`src/inc/ucf_pkg.sv`:
```
// Package for one serial channel: register map, reset values, field positions
// and bit timing. Assumes a 32-bit APB with one register per aligned word.
package ucf_pkg;
   // ----------------------------------------------------------------
   // Register byte addresses
   // ----------------------------------------------------------------
   localparam logic [7:0] ADDR_HOLDING = 8'h00;
   localparam logic [7:0] ADDR_IRQ_ENABLE = 8'h04;
   localparam logic [7:0] ADDR_IRQ_SOURCE = 8'h08;
   localparam logic [7:0] ADDR_LINE_CONTROL = 8'h0c;
   localparam logic [7:0] ADDR_MODEM_CONTROL = 8'h10;
   localparam logic [7:0] ADDR_LINE_STATUS = 8'h14;
   localparam logic [7:0] ADDR_MODEM_STATUS = 8'h18;
   localparam logic [7:0] ADDR_SCRATCH_PAD = 8'h1c;
   localparam logic [7:0] ADDR_DIV_LOW = 8'h20;
   localparam logic [7:0] ADDR_DIV_HIGH = 8'h24;
   localparam logic [7:0] ADDR_DIV_FRACTION = 8'h28;
   localparam logic [7:0] ADDR_ENH_FEATURES = 8'h2c;
   localparam logic [7:0] ADDR_FLOW_ON_FIRST = 8'h30;
   localparam logic [7:0] ADDR_FLOW_ON_SECOND = 8'h34;
   localparam logic [7:0] ADDR_FLOW_OFF_FIRST = 8'h38;
   localparam logic [7:0] ADDR_FLOW_OFF_SECOND = 8'h3c;
   localparam logic [7:0] ADDR_EVENT_STATUS = 8'h40;
   localparam logic [7:0] ADDR_EVENT_MASK = 8'h44;
   // ----------------------------------------------------------------
   // Reset values
   // ----------------------------------------------------------------
   localparam logic [7:0] RST_ZERO = 8'h00;
   localparam logic [7:0] RST_DIV_HIGH = 8'h00;
   localparam logic [7:0] RST_DIV_LOW = 8'h01;
   localparam logic [7:0] RST_SCRATCH = 8'hff;
   localparam logic [7:0] ISR_NONE = 8'h01;
   localparam logic [7:0] ISR_THR_EMPTY = 8'h02;
   localparam logic [7:0] ISR_MODEM = 8'h00;
   localparam logic [7:0] RX_HOLDING_IDLE = 8'h00;
   localparam logic [3:0] MODEM_IN_IDLE = 4'hf;
   // ----------------------------------------------------------------
   // Field positions
   // ----------------------------------------------------------------
   localparam int EFR_ENH_ENABLE = 4;
   localparam int EFR_AUTO_CTS = 7;
   localparam int IER_THR_EMPTY = 1;
   localparam int IER_MODEM = 3;
   localparam int FCR_TX_CLEAR = 2;
   localparam int MCR_DTR = 0;
   localparam int MCR_RTS = 1;
   localparam int EVT_THR_EMPTY = 0;
   localparam int EVT_CTS_CHANGE = 1;
   localparam int EVT_CHAR_DONE = 2;
   // ----------------------------------------------------------------
   // Bit timing: 16 baud ticks per bit, start + 8 data + stop
   // ----------------------------------------------------------------
   localparam logic [3:0] TICKS_LAST = 4'hf;
   localparam logic [3:0] BITS_LAST = 4'h9;
endpackage

```
`src/design/ucf_baud_div.sv`:
```
// Baud tick divider: one-cycle enable every divisor clocks.
// Assumes divisor changes only while the line is idle.
`timescale 1ns/1ps
module ucf_baud_div (
   // Clock and resets
   input wire logic pclk,
   input wire logic presetn,
   input wire logic hw_reset,
   // Divisor and tick
   input wire logic [15:0] divisor,
   output logic tick
);
   typedef struct packed {
      logic [15:0] cnt;
      logic tick;
   } ucf_div_state_t;

   ucf_div_state_t s_reg, s_next;

   always_comb begin
      s_next = s_reg;
      s_next.tick = 1'b0;
      // A zero divisor behaves as one rather than stalling the line
      if (hw_reset) begin
         s_next.cnt = 16'h0000;
      end else if (s_reg.cnt + 16'h0001 >= divisor) begin
         s_next.cnt = 16'h0000;
         s_next.tick = 1'b1;
      end else begin
         s_next.cnt = s_reg.cnt + 16'h0001;
      end
   end

   always_ff @(posedge pclk or negedge presetn) begin
      if (!presetn) begin
         s_reg <= '0;
      end else begin
         s_reg <= s_next;
      end
   end

   assign tick = s_reg.tick;
endmodule // ucf_baud_div

```
`src/design/ucf_top.sv`:
```
// One serial channel: register file on APB, clear-to-send gated transmitter,
// flow-character registers and the channel reset state.
// Assumes presetn is the power-up reset and hw_reset the synchronous reset pin.
//
// Notes on behaviour
// - Clear-to-send gating is off while auto_cts_enable is 0, its reset value.
// - With auto_cts_enable set, no new character starts while clear-to-send is high.
// - With auto_cts_enable set, a queued character starts once clear-to-send is low.
// - A character already being shifted is always finished before sending stops.
// - Four 8-bit read/write registers hold two flow-on and two flow-off characters.
// - Power-up loads divisor high with 0x00 and divisor low with 0x01.
// - The reset pin leaves both divisor bytes unchanged.
// - Reset clears fraction, irq enable, queue, line, modem control, features, flow chars.
// - After reset the interrupt source reads 0x01, nothing pending.
// - After reset the line status reads 0x60, holding register and shifter empty.
// - After reset the scratch pad holds 0xff.
// - Reset does not define the receive and transmit holding contents.
// - Reset clears modem change bits 3-0 and shows inverted modem inputs in 7-4.
// - After reset the interrupt pin floats with select low or in 68 mode, and drives with select high outside 68 mode.
// - Fraction and enhanced control bits change only while the enhance bit is 1.
//
// Chosen here: the APB register port and the address map.
`timescale 1ns/1ps
module ucf_top (
   // Clock and resets
   input wire logic pclk,
   input wire logic presetn,
   input wire logic hw_reset,
   // APB slave
   input wire logic psel,
   input wire logic penable,
   input wire logic pwrite,
   input wire logic [7:0] paddr,
   input wire logic [31:0] pwdata,
   output logic [31:0] prdata,
   output logic pready,
   output logic pslverr,
   // Modem inputs, active low
   input wire logic cts_n,
   input wire logic dsr_n,
   input wire logic ri_n,
   input wire logic cd_n,
   // Serial and modem outputs
   output logic tx_out,
   output logic rts_n,
   output logic dtr_n,
   output logic receive_ready_n,
   output logic transmit_ready_n,
   // Interrupt pin
   input wire logic irq_output_select,
   input wire logic bus_mode_68,
   output logic irq_out,
   output logic irq_oe,
   output logic irq_level
);
   typedef struct packed {
      logic [7:0] div_lo;
      logic [7:0] div_hi;
      logic [7:0] div_frac;
      logic [7:0] irq_enable;
      logic [7:0] queue_control;
      logic [7:0] line_control;
      logic [7:0] modem_control;
      logic [7:0] scratch_pad;
      logic [7:0] enhanced_features;
      logic [7:0] flow_on_char_first;
      logic [7:0] flow_on_char_second;
      logic [7:0] flow_off_char_first;
      logic [7:0] flow_off_char_second;
      logic [7:0] tx_holding;
      logic thr_full;
      logic [3:0] modem_q;
      logic [3:0] msr_delta;
      logic primed;
      logic [2:0] evt;
      logic [2:0] evt_mask;
      logic [31:0] prdata;
   } ucf_state_t;

   ucf_state_t s_reg, s_next;
   logic tick;
   logic tx_busy;
   logic tx_done;
   logic tx_load;
   logic tx_line;
   logic cts_ok;
   logic wr_acc;
   logic rd_acc;
   logic rd_setup;
   logic enh;
   logic [7:0] isr_val;
   logic [7:0] lsr_val;
   logic [7:0] msr_val;
   logic [3:0] modem_now;
   logic [3:0] modem_chg;
   logic irq_pending;

   function automatic logic [7:0] keep_enh(input logic [7:0] old_v, input logic [7:0] new_v,
                                           input logic [7:0] enh_bits, input logic en);
      keep_enh = en ? new_v : ((old_v & enh_bits) | (new_v & ~enh_bits));
   endfunction

   // ----------------------------------------------------------------
   // Transmit path
   // ----------------------------------------------------------------
   ucf_baud_div u_div (
      .pclk(pclk),
      .presetn(presetn),
      .hw_reset(hw_reset),
      .divisor({s_reg.div_hi, s_reg.div_lo}),
      .tick(tick)
   );

   ucf_tx_shift u_shift (
      .pclk(pclk),
      .presetn(presetn),
      .hw_reset(hw_reset),
      .tick(tick),
      .load(tx_load),
      .data(s_reg.tx_holding),
      .tx(tx_line),
      .busy(tx_busy),
      .done(tx_done)
   );

   // Gating only blocks the start of a character, so a shifting one runs out
   assign cts_ok = !s_reg.enhanced_features[ucf_pkg::EFR_AUTO_CTS] || !s_reg.modem_q[0];
   assign tx_load = s_reg.thr_full && !tx_busy && cts_ok && !hw_reset;

   // ----------------------------------------------------------------
   // Status views
   // ----------------------------------------------------------------
   assign modem_now = {cd_n, ri_n, dsr_n, cts_n};
   // The first edge after power-up only loads the input copy, so no false change
   assign modem_chg = s_reg.primed ? (modem_now ^ s_reg.modem_q) : 4'h0;
   assign msr_val = {~s_reg.modem_q, s_reg.msr_delta};
   assign lsr_val = {1'b0, !s_reg.thr_full && !tx_busy, !s_reg.thr_full, 5'h00};
   assign enh = s_reg.enhanced_features[ucf_pkg::EFR_ENH_ENABLE];

   always_comb begin
      if (s_reg.irq_enable[ucf_pkg::IER_MODEM] && (s_reg.msr_delta != 4'h0)) begin
         isr_val = ucf_pkg::ISR_MODEM;
      end else if (s_reg.irq_enable[ucf_pkg::IER_THR_EMPTY] && !s_reg.thr_full) begin
         isr_val = ucf_pkg::ISR_THR_EMPTY;
      end else begin
         isr_val = ucf_pkg::ISR_NONE;
      end
   end

   // ----------------------------------------------------------------
   // APB decode
   // ----------------------------------------------------------------
   assign pready = 1'b1;
   assign wr_acc = psel && penable && pwrite;
   assign rd_acc = psel && penable && !pwrite;
   assign rd_setup = psel && !penable && !pwrite;

   always_comb begin
      s_next = s_reg;
      s_next.modem_q = modem_now;
      s_next.primed = 1'b1;
      s_next.msr_delta = s_reg.msr_delta | modem_chg;
      if (tx_load) begin
         s_next.thr_full = 1'b0;
      end
      // Clear-on-read drops only what the setup cycle reported, and runs first,
      // so an event after the setup edge or on the access edge survives
      if (rd_acc && paddr == ucf_pkg::ADDR_EVENT_STATUS) begin
         s_next.evt = s_reg.evt & ~s_reg.prdata[2:0];
      end
      if (rd_acc && paddr == ucf_pkg::ADDR_MODEM_STATUS) begin
         s_next.msr_delta = (s_reg.msr_delta & ~s_reg.prdata[3:0]) | modem_chg;
      end
      if (tx_load) begin
         s_next.evt[ucf_pkg::EVT_THR_EMPTY] = 1'b1;
      end
      if (modem_chg[0]) begin
         s_next.evt[ucf_pkg::EVT_CTS_CHANGE] = 1'b1;
      end
      if (tx_done) begin
         s_next.evt[ucf_pkg::EVT_CHAR_DONE] = 1'b1;
      end
      if (wr_acc) begin
         case (paddr)
            ucf_pkg::ADDR_HOLDING: begin
               s_next.tx_holding = pwdata[7:0];
               s_next.thr_full = 1'b1;
            end
            ucf_pkg::ADDR_IRQ_ENABLE: begin
               s_next.irq_enable = keep_enh(s_reg.irq_enable, pwdata[7:0], 8'hf0, enh);
            end
            ucf_pkg::ADDR_IRQ_SOURCE: begin
               s_next.queue_control = keep_enh(s_reg.queue_control, pwdata[7:0], 8'h30, enh);
               if (pwdata[ucf_pkg::FCR_TX_CLEAR]) begin
                  s_next.thr_full = 1'b0;
               end
            end
            ucf_pkg::ADDR_LINE_CONTROL: begin
               s_next.line_control = pwdata[7:0];
            end
            ucf_pkg::ADDR_MODEM_CONTROL: begin
               s_next.modem_control = keep_enh(s_reg.modem_control, pwdata[7:0], 8'he0, enh);
            end
            ucf_pkg::ADDR_SCRATCH_PAD: begin
               s_next.scratch_pad = pwdata[7:0];
            end
            ucf_pkg::ADDR_DIV_LOW: begin
               s_next.div_lo = pwdata[7:0];
            end
            ucf_pkg::ADDR_DIV_HIGH: begin
               s_next.div_hi = pwdata[7:0];
            end
            ucf_pkg::ADDR_DIV_FRACTION: begin
               if (enh) begin
                  s_next.div_frac = pwdata[7:0];
               end
            end
            ucf_pkg::ADDR_ENH_FEATURES: begin
               s_next.enhanced_features = pwdata[7:0];
            end
            ucf_pkg::ADDR_FLOW_ON_FIRST: begin
               s_next.flow_on_char_first = pwdata[7:0];
            end
            ucf_pkg::ADDR_FLOW_ON_SECOND: begin
               s_next.flow_on_char_second = pwdata[7:0];
            end
            ucf_pkg::ADDR_FLOW_OFF_FIRST: begin
               s_next.flow_off_char_first = pwdata[7:0];
            end
            ucf_pkg::ADDR_FLOW_OFF_SECOND: begin
               s_next.flow_off_char_second = pwdata[7:0];
            end
            ucf_pkg::ADDR_EVENT_MASK: begin
               s_next.evt_mask = pwdata[2:0];
            end
            default: begin
            end
         endcase
      end
      // Read data is captured in the setup cycle and held through the access
      if (rd_setup) begin
         case (paddr)
            ucf_pkg::ADDR_HOLDING: s_next.prdata = {24'h0, ucf_pkg::RX_HOLDING_IDLE};
            ucf_pkg::ADDR_IRQ_ENABLE: s_next.prdata = {24'h0, s_reg.irq_enable};
            ucf_pkg::ADDR_IRQ_SOURCE: s_next.prdata = {24'h0, isr_val};
            ucf_pkg::ADDR_LINE_CONTROL: s_next.prdata = {24'h0, s_reg.line_control};
            ucf_pkg::ADDR_MODEM_CONTROL: s_next.prdata = {24'h0, s_reg.modem_control};
            ucf_pkg::ADDR_LINE_STATUS: s_next.prdata = {24'h0, lsr_val};
            ucf_pkg::ADDR_MODEM_STATUS: s_next.prdata = {24'h0, msr_val};
            ucf_pkg::ADDR_SCRATCH_PAD: s_next.prdata = {24'h0, s_reg.scratch_pad};
            ucf_pkg::ADDR_DIV_LOW: s_next.prdata = {24'h0, s_reg.div_lo};
            ucf_pkg::ADDR_DIV_HIGH: s_next.prdata = {24'h0, s_reg.div_hi};
            ucf_pkg::ADDR_DIV_FRACTION: s_next.prdata = {24'h0, s_reg.div_frac};
            ucf_pkg::ADDR_ENH_FEATURES: s_next.prdata = {24'h0, s_reg.enhanced_features};
            ucf_pkg::ADDR_FLOW_ON_FIRST: s_next.prdata = {24'h0, s_reg.flow_on_char_first};
            ucf_pkg::ADDR_FLOW_ON_SECOND: s_next.prdata = {24'h0, s_reg.flow_on_char_second};
            ucf_pkg::ADDR_FLOW_OFF_FIRST: s_next.prdata = {24'h0, s_reg.flow_off_char_first};
            ucf_pkg::ADDR_FLOW_OFF_SECOND: s_next.prdata = {24'h0, s_reg.flow_off_char_second};
            ucf_pkg::ADDR_EVENT_STATUS: s_next.prdata = {29'h0, s_reg.evt};
            ucf_pkg::ADDR_EVENT_MASK: s_next.prdata = {29'h0, s_reg.evt_mask};
            default: s_next.prdata = 32'h0000_0000;
         endcase
      end
      // Reset pin: divisor bytes and the holding byte are left as they are
      if (hw_reset) begin
         s_next.div_frac = ucf_pkg::RST_ZERO;
         s_next.irq_enable = ucf_pkg::RST_ZERO;
         s_next.queue_control = ucf_pkg::RST_ZERO;
         s_next.line_control = ucf_pkg::RST_ZERO;
         s_next.modem_control = ucf_pkg::RST_ZERO;
         s_next.enhanced_features = ucf_pkg::RST_ZERO;
         s_next.flow_on_char_first = ucf_pkg::RST_ZERO;
         s_next.flow_on_char_second = ucf_pkg::RST_ZERO;
         s_next.flow_off_char_first = ucf_pkg::RST_ZERO;
         s_next.flow_off_char_second = ucf_pkg::RST_ZERO;
         s_next.scratch_pad = ucf_pkg::RST_SCRATCH;
         s_next.thr_full = 1'b0;
         s_next.msr_delta = 4'h0;
         s_next.evt = 3'h0;
         s_next.evt_mask = 3'h0;
      end
   end

   always_ff @(posedge pclk or negedge presetn) begin
      if (!presetn) begin
         s_reg <= '0;
         s_reg.div_hi <= ucf_pkg::RST_DIV_HIGH;
         s_reg.div_lo <= ucf_pkg::RST_DIV_LOW;
         s_reg.scratch_pad <= ucf_pkg::RST_SCRATCH;
         s_reg.modem_q <= ucf_pkg::MODEM_IN_IDLE;
      end else begin
         s_reg <= s_next;
      end
   end

   // ----------------------------------------------------------------
   // Outputs
   // ----------------------------------------------------------------
   assign prdata = s_reg.prdata;
   assign pslverr = 1'b0;
   assign tx_out = tx_line;
   assign rts_n = !s_reg.modem_control[ucf_pkg::MCR_RTS];
   assign dtr_n = !s_reg.modem_control[ucf_pkg::MCR_DTR];
   // No receiver in this channel, so receive-ready never asserts
   assign receive_ready_n = 1'b1;
   assign transmit_ready_n = s_reg.thr_full;

   assign irq_pending = |(s_reg.evt & s_reg.evt_mask);
   assign irq_level = irq_pending;
   // Select low lets the pin float unless a request is pending; 68 mode is open drain
   assign irq_out = bus_mode_68 ? 1'b0 : irq_pending;
   assign irq_oe = bus_mode_68 ? irq_pending : (irq_output_select || irq_pending);
endmodule // ucf_top

```
`src/design/ucf_tx_shift.sv`:
```
// Transmit shifter: start bit, eight data bits LSB first, one stop bit.
// Assumes load is offered only while busy is low.
`timescale 1ns/1ps
module ucf_tx_shift (
   // Clock and resets
   input wire logic pclk,
   input wire logic presetn,
   input wire logic hw_reset,
   // Timing and character in
   input wire logic tick,
   input wire logic load,
   input wire logic [7:0] data,
   // Line and status
   output logic tx,
   output logic busy,
   output logic done
);
   typedef struct packed {
      logic [9:0] sh;
      logic [3:0] tcnt;
      logic [3:0] bcnt;
      logic busy;
      logic done;
   } ucf_sh_state_t;

   ucf_sh_state_t s_reg, s_next;

   always_comb begin
      s_next = s_reg;
      s_next.done = 1'b0;
      if (hw_reset) begin
         s_next = '0;
         s_next.sh = 10'h3ff;
      end else if (load && !s_reg.busy) begin
         s_next.sh = {1'b1, data, 1'b0};
         s_next.tcnt = 4'h0;
         s_next.bcnt = 4'h0;
         s_next.busy = 1'b1;
      end else if (s_reg.busy && tick) begin
         s_next.tcnt = s_reg.tcnt + 4'h1;
         if (s_reg.tcnt == ucf_pkg::TICKS_LAST) begin
            s_next.sh = {1'b1, s_reg.sh[9:1]};
            s_next.bcnt = s_reg.bcnt + 4'h1;
            if (s_reg.bcnt == ucf_pkg::BITS_LAST) begin
               s_next.busy = 1'b0;
               s_next.done = 1'b1;
            end
         end
      end
   end

   always_ff @(posedge pclk or negedge presetn) begin
      if (!presetn) begin
         s_reg <= '0;
         s_reg.sh <= 10'h3ff;
      end else begin
         s_reg <= s_next;
      end
   end

   assign tx = s_reg.sh[0];
   assign busy = s_reg.busy;
   assign done = s_reg.done;
endmodule // ucf_tx_shift

```
`config.mk`:
```
export PLATFORM = sky130hd
export DESIGN_NAME = ucf_top
export DESIGN_NICKNAME = d
export VERILOG_FILES = /design/src/inc/ucf_pkg.sv /design/src/design/ucf_baud_div.sv /design/src/design/ucf_top.sv /design/src/design/ucf_tx_shift.sv
export SDC_FILE = /design/constraint.sdc
export NUM_CORES = 1
export LEC_CHECK = 0
export BUFFER_PORTS_ARGS = -buffer_cell sky130_fd_sc_hd__buf_2
export CORE_MARGIN = 1
export CORE_UTILIZATION = 48
export CTS_CLUSTER_SIZE = 25
export DETAILED_ROUTE_END_ITERATION = 7
export PLACE_DENSITY = 0.7
export SYNTH_ARGS = -nofsm -noshare
export SYNTH_HDL_FRONTEND = slang
export SYNTH_HIERARCHICAL = 1
export SYNTH_SLANG_ARGS = --single-unit
```
`constraint.sdc`:
```
create_clock -name pclk -period 3.2 [get_ports pclk]
set_input_delay 0.16 -clock pclk [delete_from_list [all_inputs] [get_ports pclk]]
set_output_delay 0.16 -clock pclk [all_outputs]
set_load 0.01 [all_outputs]
```
==> reports/metrics.yaml <==
clocking:
  cts_tree: "built"
  clkTransAtPathRegs_ps: 60
  cts_resized: 0
  cts_root_buffer: "clkbuf_16"
  worstSkewPairLatency_ps: 430
  post_cts_buffers: 0
  htree_levels: 4
  numCtsBuffers: 17
  clk_path_buf_depth: 2
  cts_sinks: 165
floorplanning:
  die_width_um: 141
  placementRows: 50
  initial_core_util_pct: 49.3
  die_y_um: 141
  io_pins: 94
  die_area_um2: 19900
  core_um2: 18800
power_and_ir_drop:
  ir_worst_vdd_mv: 0.300
  powerDensity_nw_per_um2: 454
  p_int_mw: 3.49
  p_switching_mw: 1.14
  clockPowerShare_pct: 46.0
  leakage_nw: 4.40
  power_frac_comb_pct: 8.0
  switching_share_pct: 24.7
  power_mw: 4.64
  pwr-share-seq_pct: 46.0
routing:
  wl_per_cell_um: 20.0
  remaining_drc_errors: 0
  first_pass_iters: 6
  first_iter_violations: 776
  via_count: 7443
  routed_wl_um: 24800
  antenna_left: 0
  viasPerCell: 6.00
synth:
  syn_area_per_cell_um2: 9.75
  synth_top_family_by_area: "simple AND/OR/NAND/NOR gates"
  yosysSeqAreaShare_pct: 44.8
  synth_edf_count: 0
  muxShareOfSynthArea_pct: 8.04
  synth_area_leaders: "dfrtp_1, dfstp_2, nand2_1"
  synth.cell_area_um2: 9290
  synth_warnings: 6
  synth_compound_area_share_pct: 14.5
  yosysUniqueCellTypes: 88
  yosys.area.top_type: "dfrtp_1"
  syn_inst: 953
  ys.flop_type: "dfrtp_1"
  synthAdderAreaFrac_pct: 2.69
  postSynth.asyncResetShare_pct: 100
  yosys.area_share.simple_pct: 20.8
  ys_seq_elements: 165
  synth_top_area_share_pct: 38.3
  synthXorXnorAreaFrac_pct: 1.60
critical_path:
  critPathKind: "reg -> reg"
  setup.worst_path.end_class: "flop"
  critical_path.n_buffers_inverters: 1
  crit_family: "simple AND/OR/NAND/NOR gates"
  crit_path_cell_trace: "ha_1 > nand4_1 > nor4_2 > xor2_1 > ha_1 > and4_4 > o2111ai_4 > o311ai_4 > buf_4 > nor3b_1"
  cp_common_cell: "ha_1"
  cp-start-kind: "flop"
  worst_ep_arrival_time_ps: 3150
  max_stage_delay_ps: 430
  path_max_fanout: 15
  cp_slowest_cell: "dfrtp_1"
  cp.required_ps: 3510
  reg2reg_slack_ps: 370
layout:
  insertedDiodeCount: 0
  nets: 1040
  fillers: 1710
  area_growth_pct: 9.94
  finish.utilization_pct: 54.2
  ff_latch_area_um2: 4160
  drive_gt1_share_pct: 19.8
  multi_input_area_um2: 4560
  largest_reg_flops: 114
  finalInstanceArea_um2: 10200
sta:
  fin_crit_sh_pct: 88.5
  fin_worst_skew_ps: 8.62
  rsz0062_at_grt: "false"
  fin_tns_setup_ps: 0
  tightest_slew_ps: 889
  setup_viol: 0
  hold_violations: 0
  final-max-slew-violation-count: 0
  max_slew_margin_pct: 40.2
  hold_ws_ps: 143
  fin_crit_ps: 2830
  fmax_mhz: 353
place:
  hpwl_um: 16700
  portBuffers: 42
  gp_congestion: 0.949
  placed_area_um2: 9550
grt:
  grt_use_total_pct: 26.0
  antenna_found_initial: 0
  grt_pass1_vias: 7002
  grt_pass1_wl_um: 39500
  grt_max_degree: 83
  overflow: 0
status:
  status: "finished clean"
worst_hold_path:
  min-delay-path-class: "in -> reg"
flow_run:
  max-cap-violations: 0
[cells in the mapped netlist (all sizes together), types with 4 or more instances]
cell type	instances
dfrtp	142
nand2	141
a21oi	83
buf	73
nand3	64
nor2	48
mux2	33
mux2i	33
inv	29
clkbuf	26
dfstp	23
ha	20
a22oi	19
nor3	15
nor3b	15
nand3b	14
o21ai	14
xor2	11
a32oi	9
o22ai	9
a22o	8
nand2b	8
nand4	8
a21o	7
nor4	7
a31oi	6
and2	6
nor2b	6
o2bb2ai	6
xnor2	6
and3	4
nor4b	4
o211ai	4
or4	4
[worst min-delay path: stages]
cell	delay [ps]
buf_2	210
nand2_1	100
nand3b_1	80
[routing by layer]
metal / track usage (%) / share of wire (%)
met5: 0 / 0
met3: 4.31 / 7.1
met2: 39.3 / 46
met4: 10.1 / 2.7
met1: 37.2 / 44
[what timing repair did]
action,4_1_cts,5_1_grt
hold buffers,5,0
hold endpoints to repair,73,0
endpoints found under the setup margin,0,0
[power groups by stage]
| stage | sequential (mW) | clock (mW) | combinational (mW) |
|---|---|---|---|
| 4_1_cts | 2.13 | 2.15 | 0.366 |
| 6_report | 2.13 | 2.13 | 0.369 |
| 3_3_place_gp | 2.17 | 0 | 0.356 |
| 3_5_place_dp | 2.17 | 0 | 0.360 |
| 5_1_grt | 2.13 | 2.25 | 0.398 |
| 2_1_floorplan | 2.16 | 0 | 0.243 |
[stage by stage]
| stage | worst slack (ps) | std cells |
|---|---|---|
| after floorplan | 627 | 979 |
| after global placement | 443 | 1204 |
| after detailed placement | 389 | 1204 |
| after CTS | 375 | 1241 |
| after global routing | 152 | 1241 |
| final | 367 | 1241 |
[layout make-up]
type,count,area share [%]
sequential,165,40.7
clock inverter,11,1.48
tap,260,3.19
inverter,29,1.07
clock buffer,21,4.51
timing repair buffer,69,4.37
multi-input combinational,686,44.7
[path summary, 6_finish.rpt]
check	end	cells past startpoint	from
max	u_div/s_reg[7]	10	u_div/s_reg[1]
min	s_reg[101]	3	pwdata[5]
max reg2reg	u_div/s_reg[7]	10	u_div/s_reg[1]
min reg2reg	prdata[4]	1	prdata[4]
max in group asynchronous	u_shift/tx	3	presetn
min in group asynchronous	s_reg[142]	2	presetn
[cells in the final DEF (no fill, tap or decap), types with 4 or more instances in the layout]
master / count
nand3_1: 60
xnor2_1: 6
conb_1: 28
nand4_1: 7
dlygate4sd3_1: 5
dfrtp_1: 142
o21ai_0: 14
mux2i_1: 33
nand3_2: 4
a31oi_1: 6
a21oi_1: 82
a21o_1: 7
dfstp_2: 23
nand2_1: 138
o211ai_1: 4
clkbuf_16: 17
a32oi_1: 9
a22oi_1: 19
nor3b_2: 4
and2_1: 5
o2bb2ai_1: 6
nor2_1: 44
mux2_2: 33
o22ai_1: 9
nand3b_1: 14
nand2b_1: 6
ha_1: 20
clkinvlp_4: 4
a22o_1: 8
xor2_1: 11
and3_1: 4
buf_4: 22
nor3b_1: 11
nor3_1: 14
inv_1: 29
buf_2: 40
nor2b_1: 5
[cells by family (layout without fill, tap and decap cells)]
group	count (synthesis)	in the layout
AOI/OAI and AO/OA	195	195
xor gates and xnor gates	17	17
adders and majority gates	20	20
buffers and inverters	128	130
DFF	165	165
muxes	68	68
other	2	28
and+or+nand+nor	358	358
No activity file was read; power rests on OpenSTA's default activity.
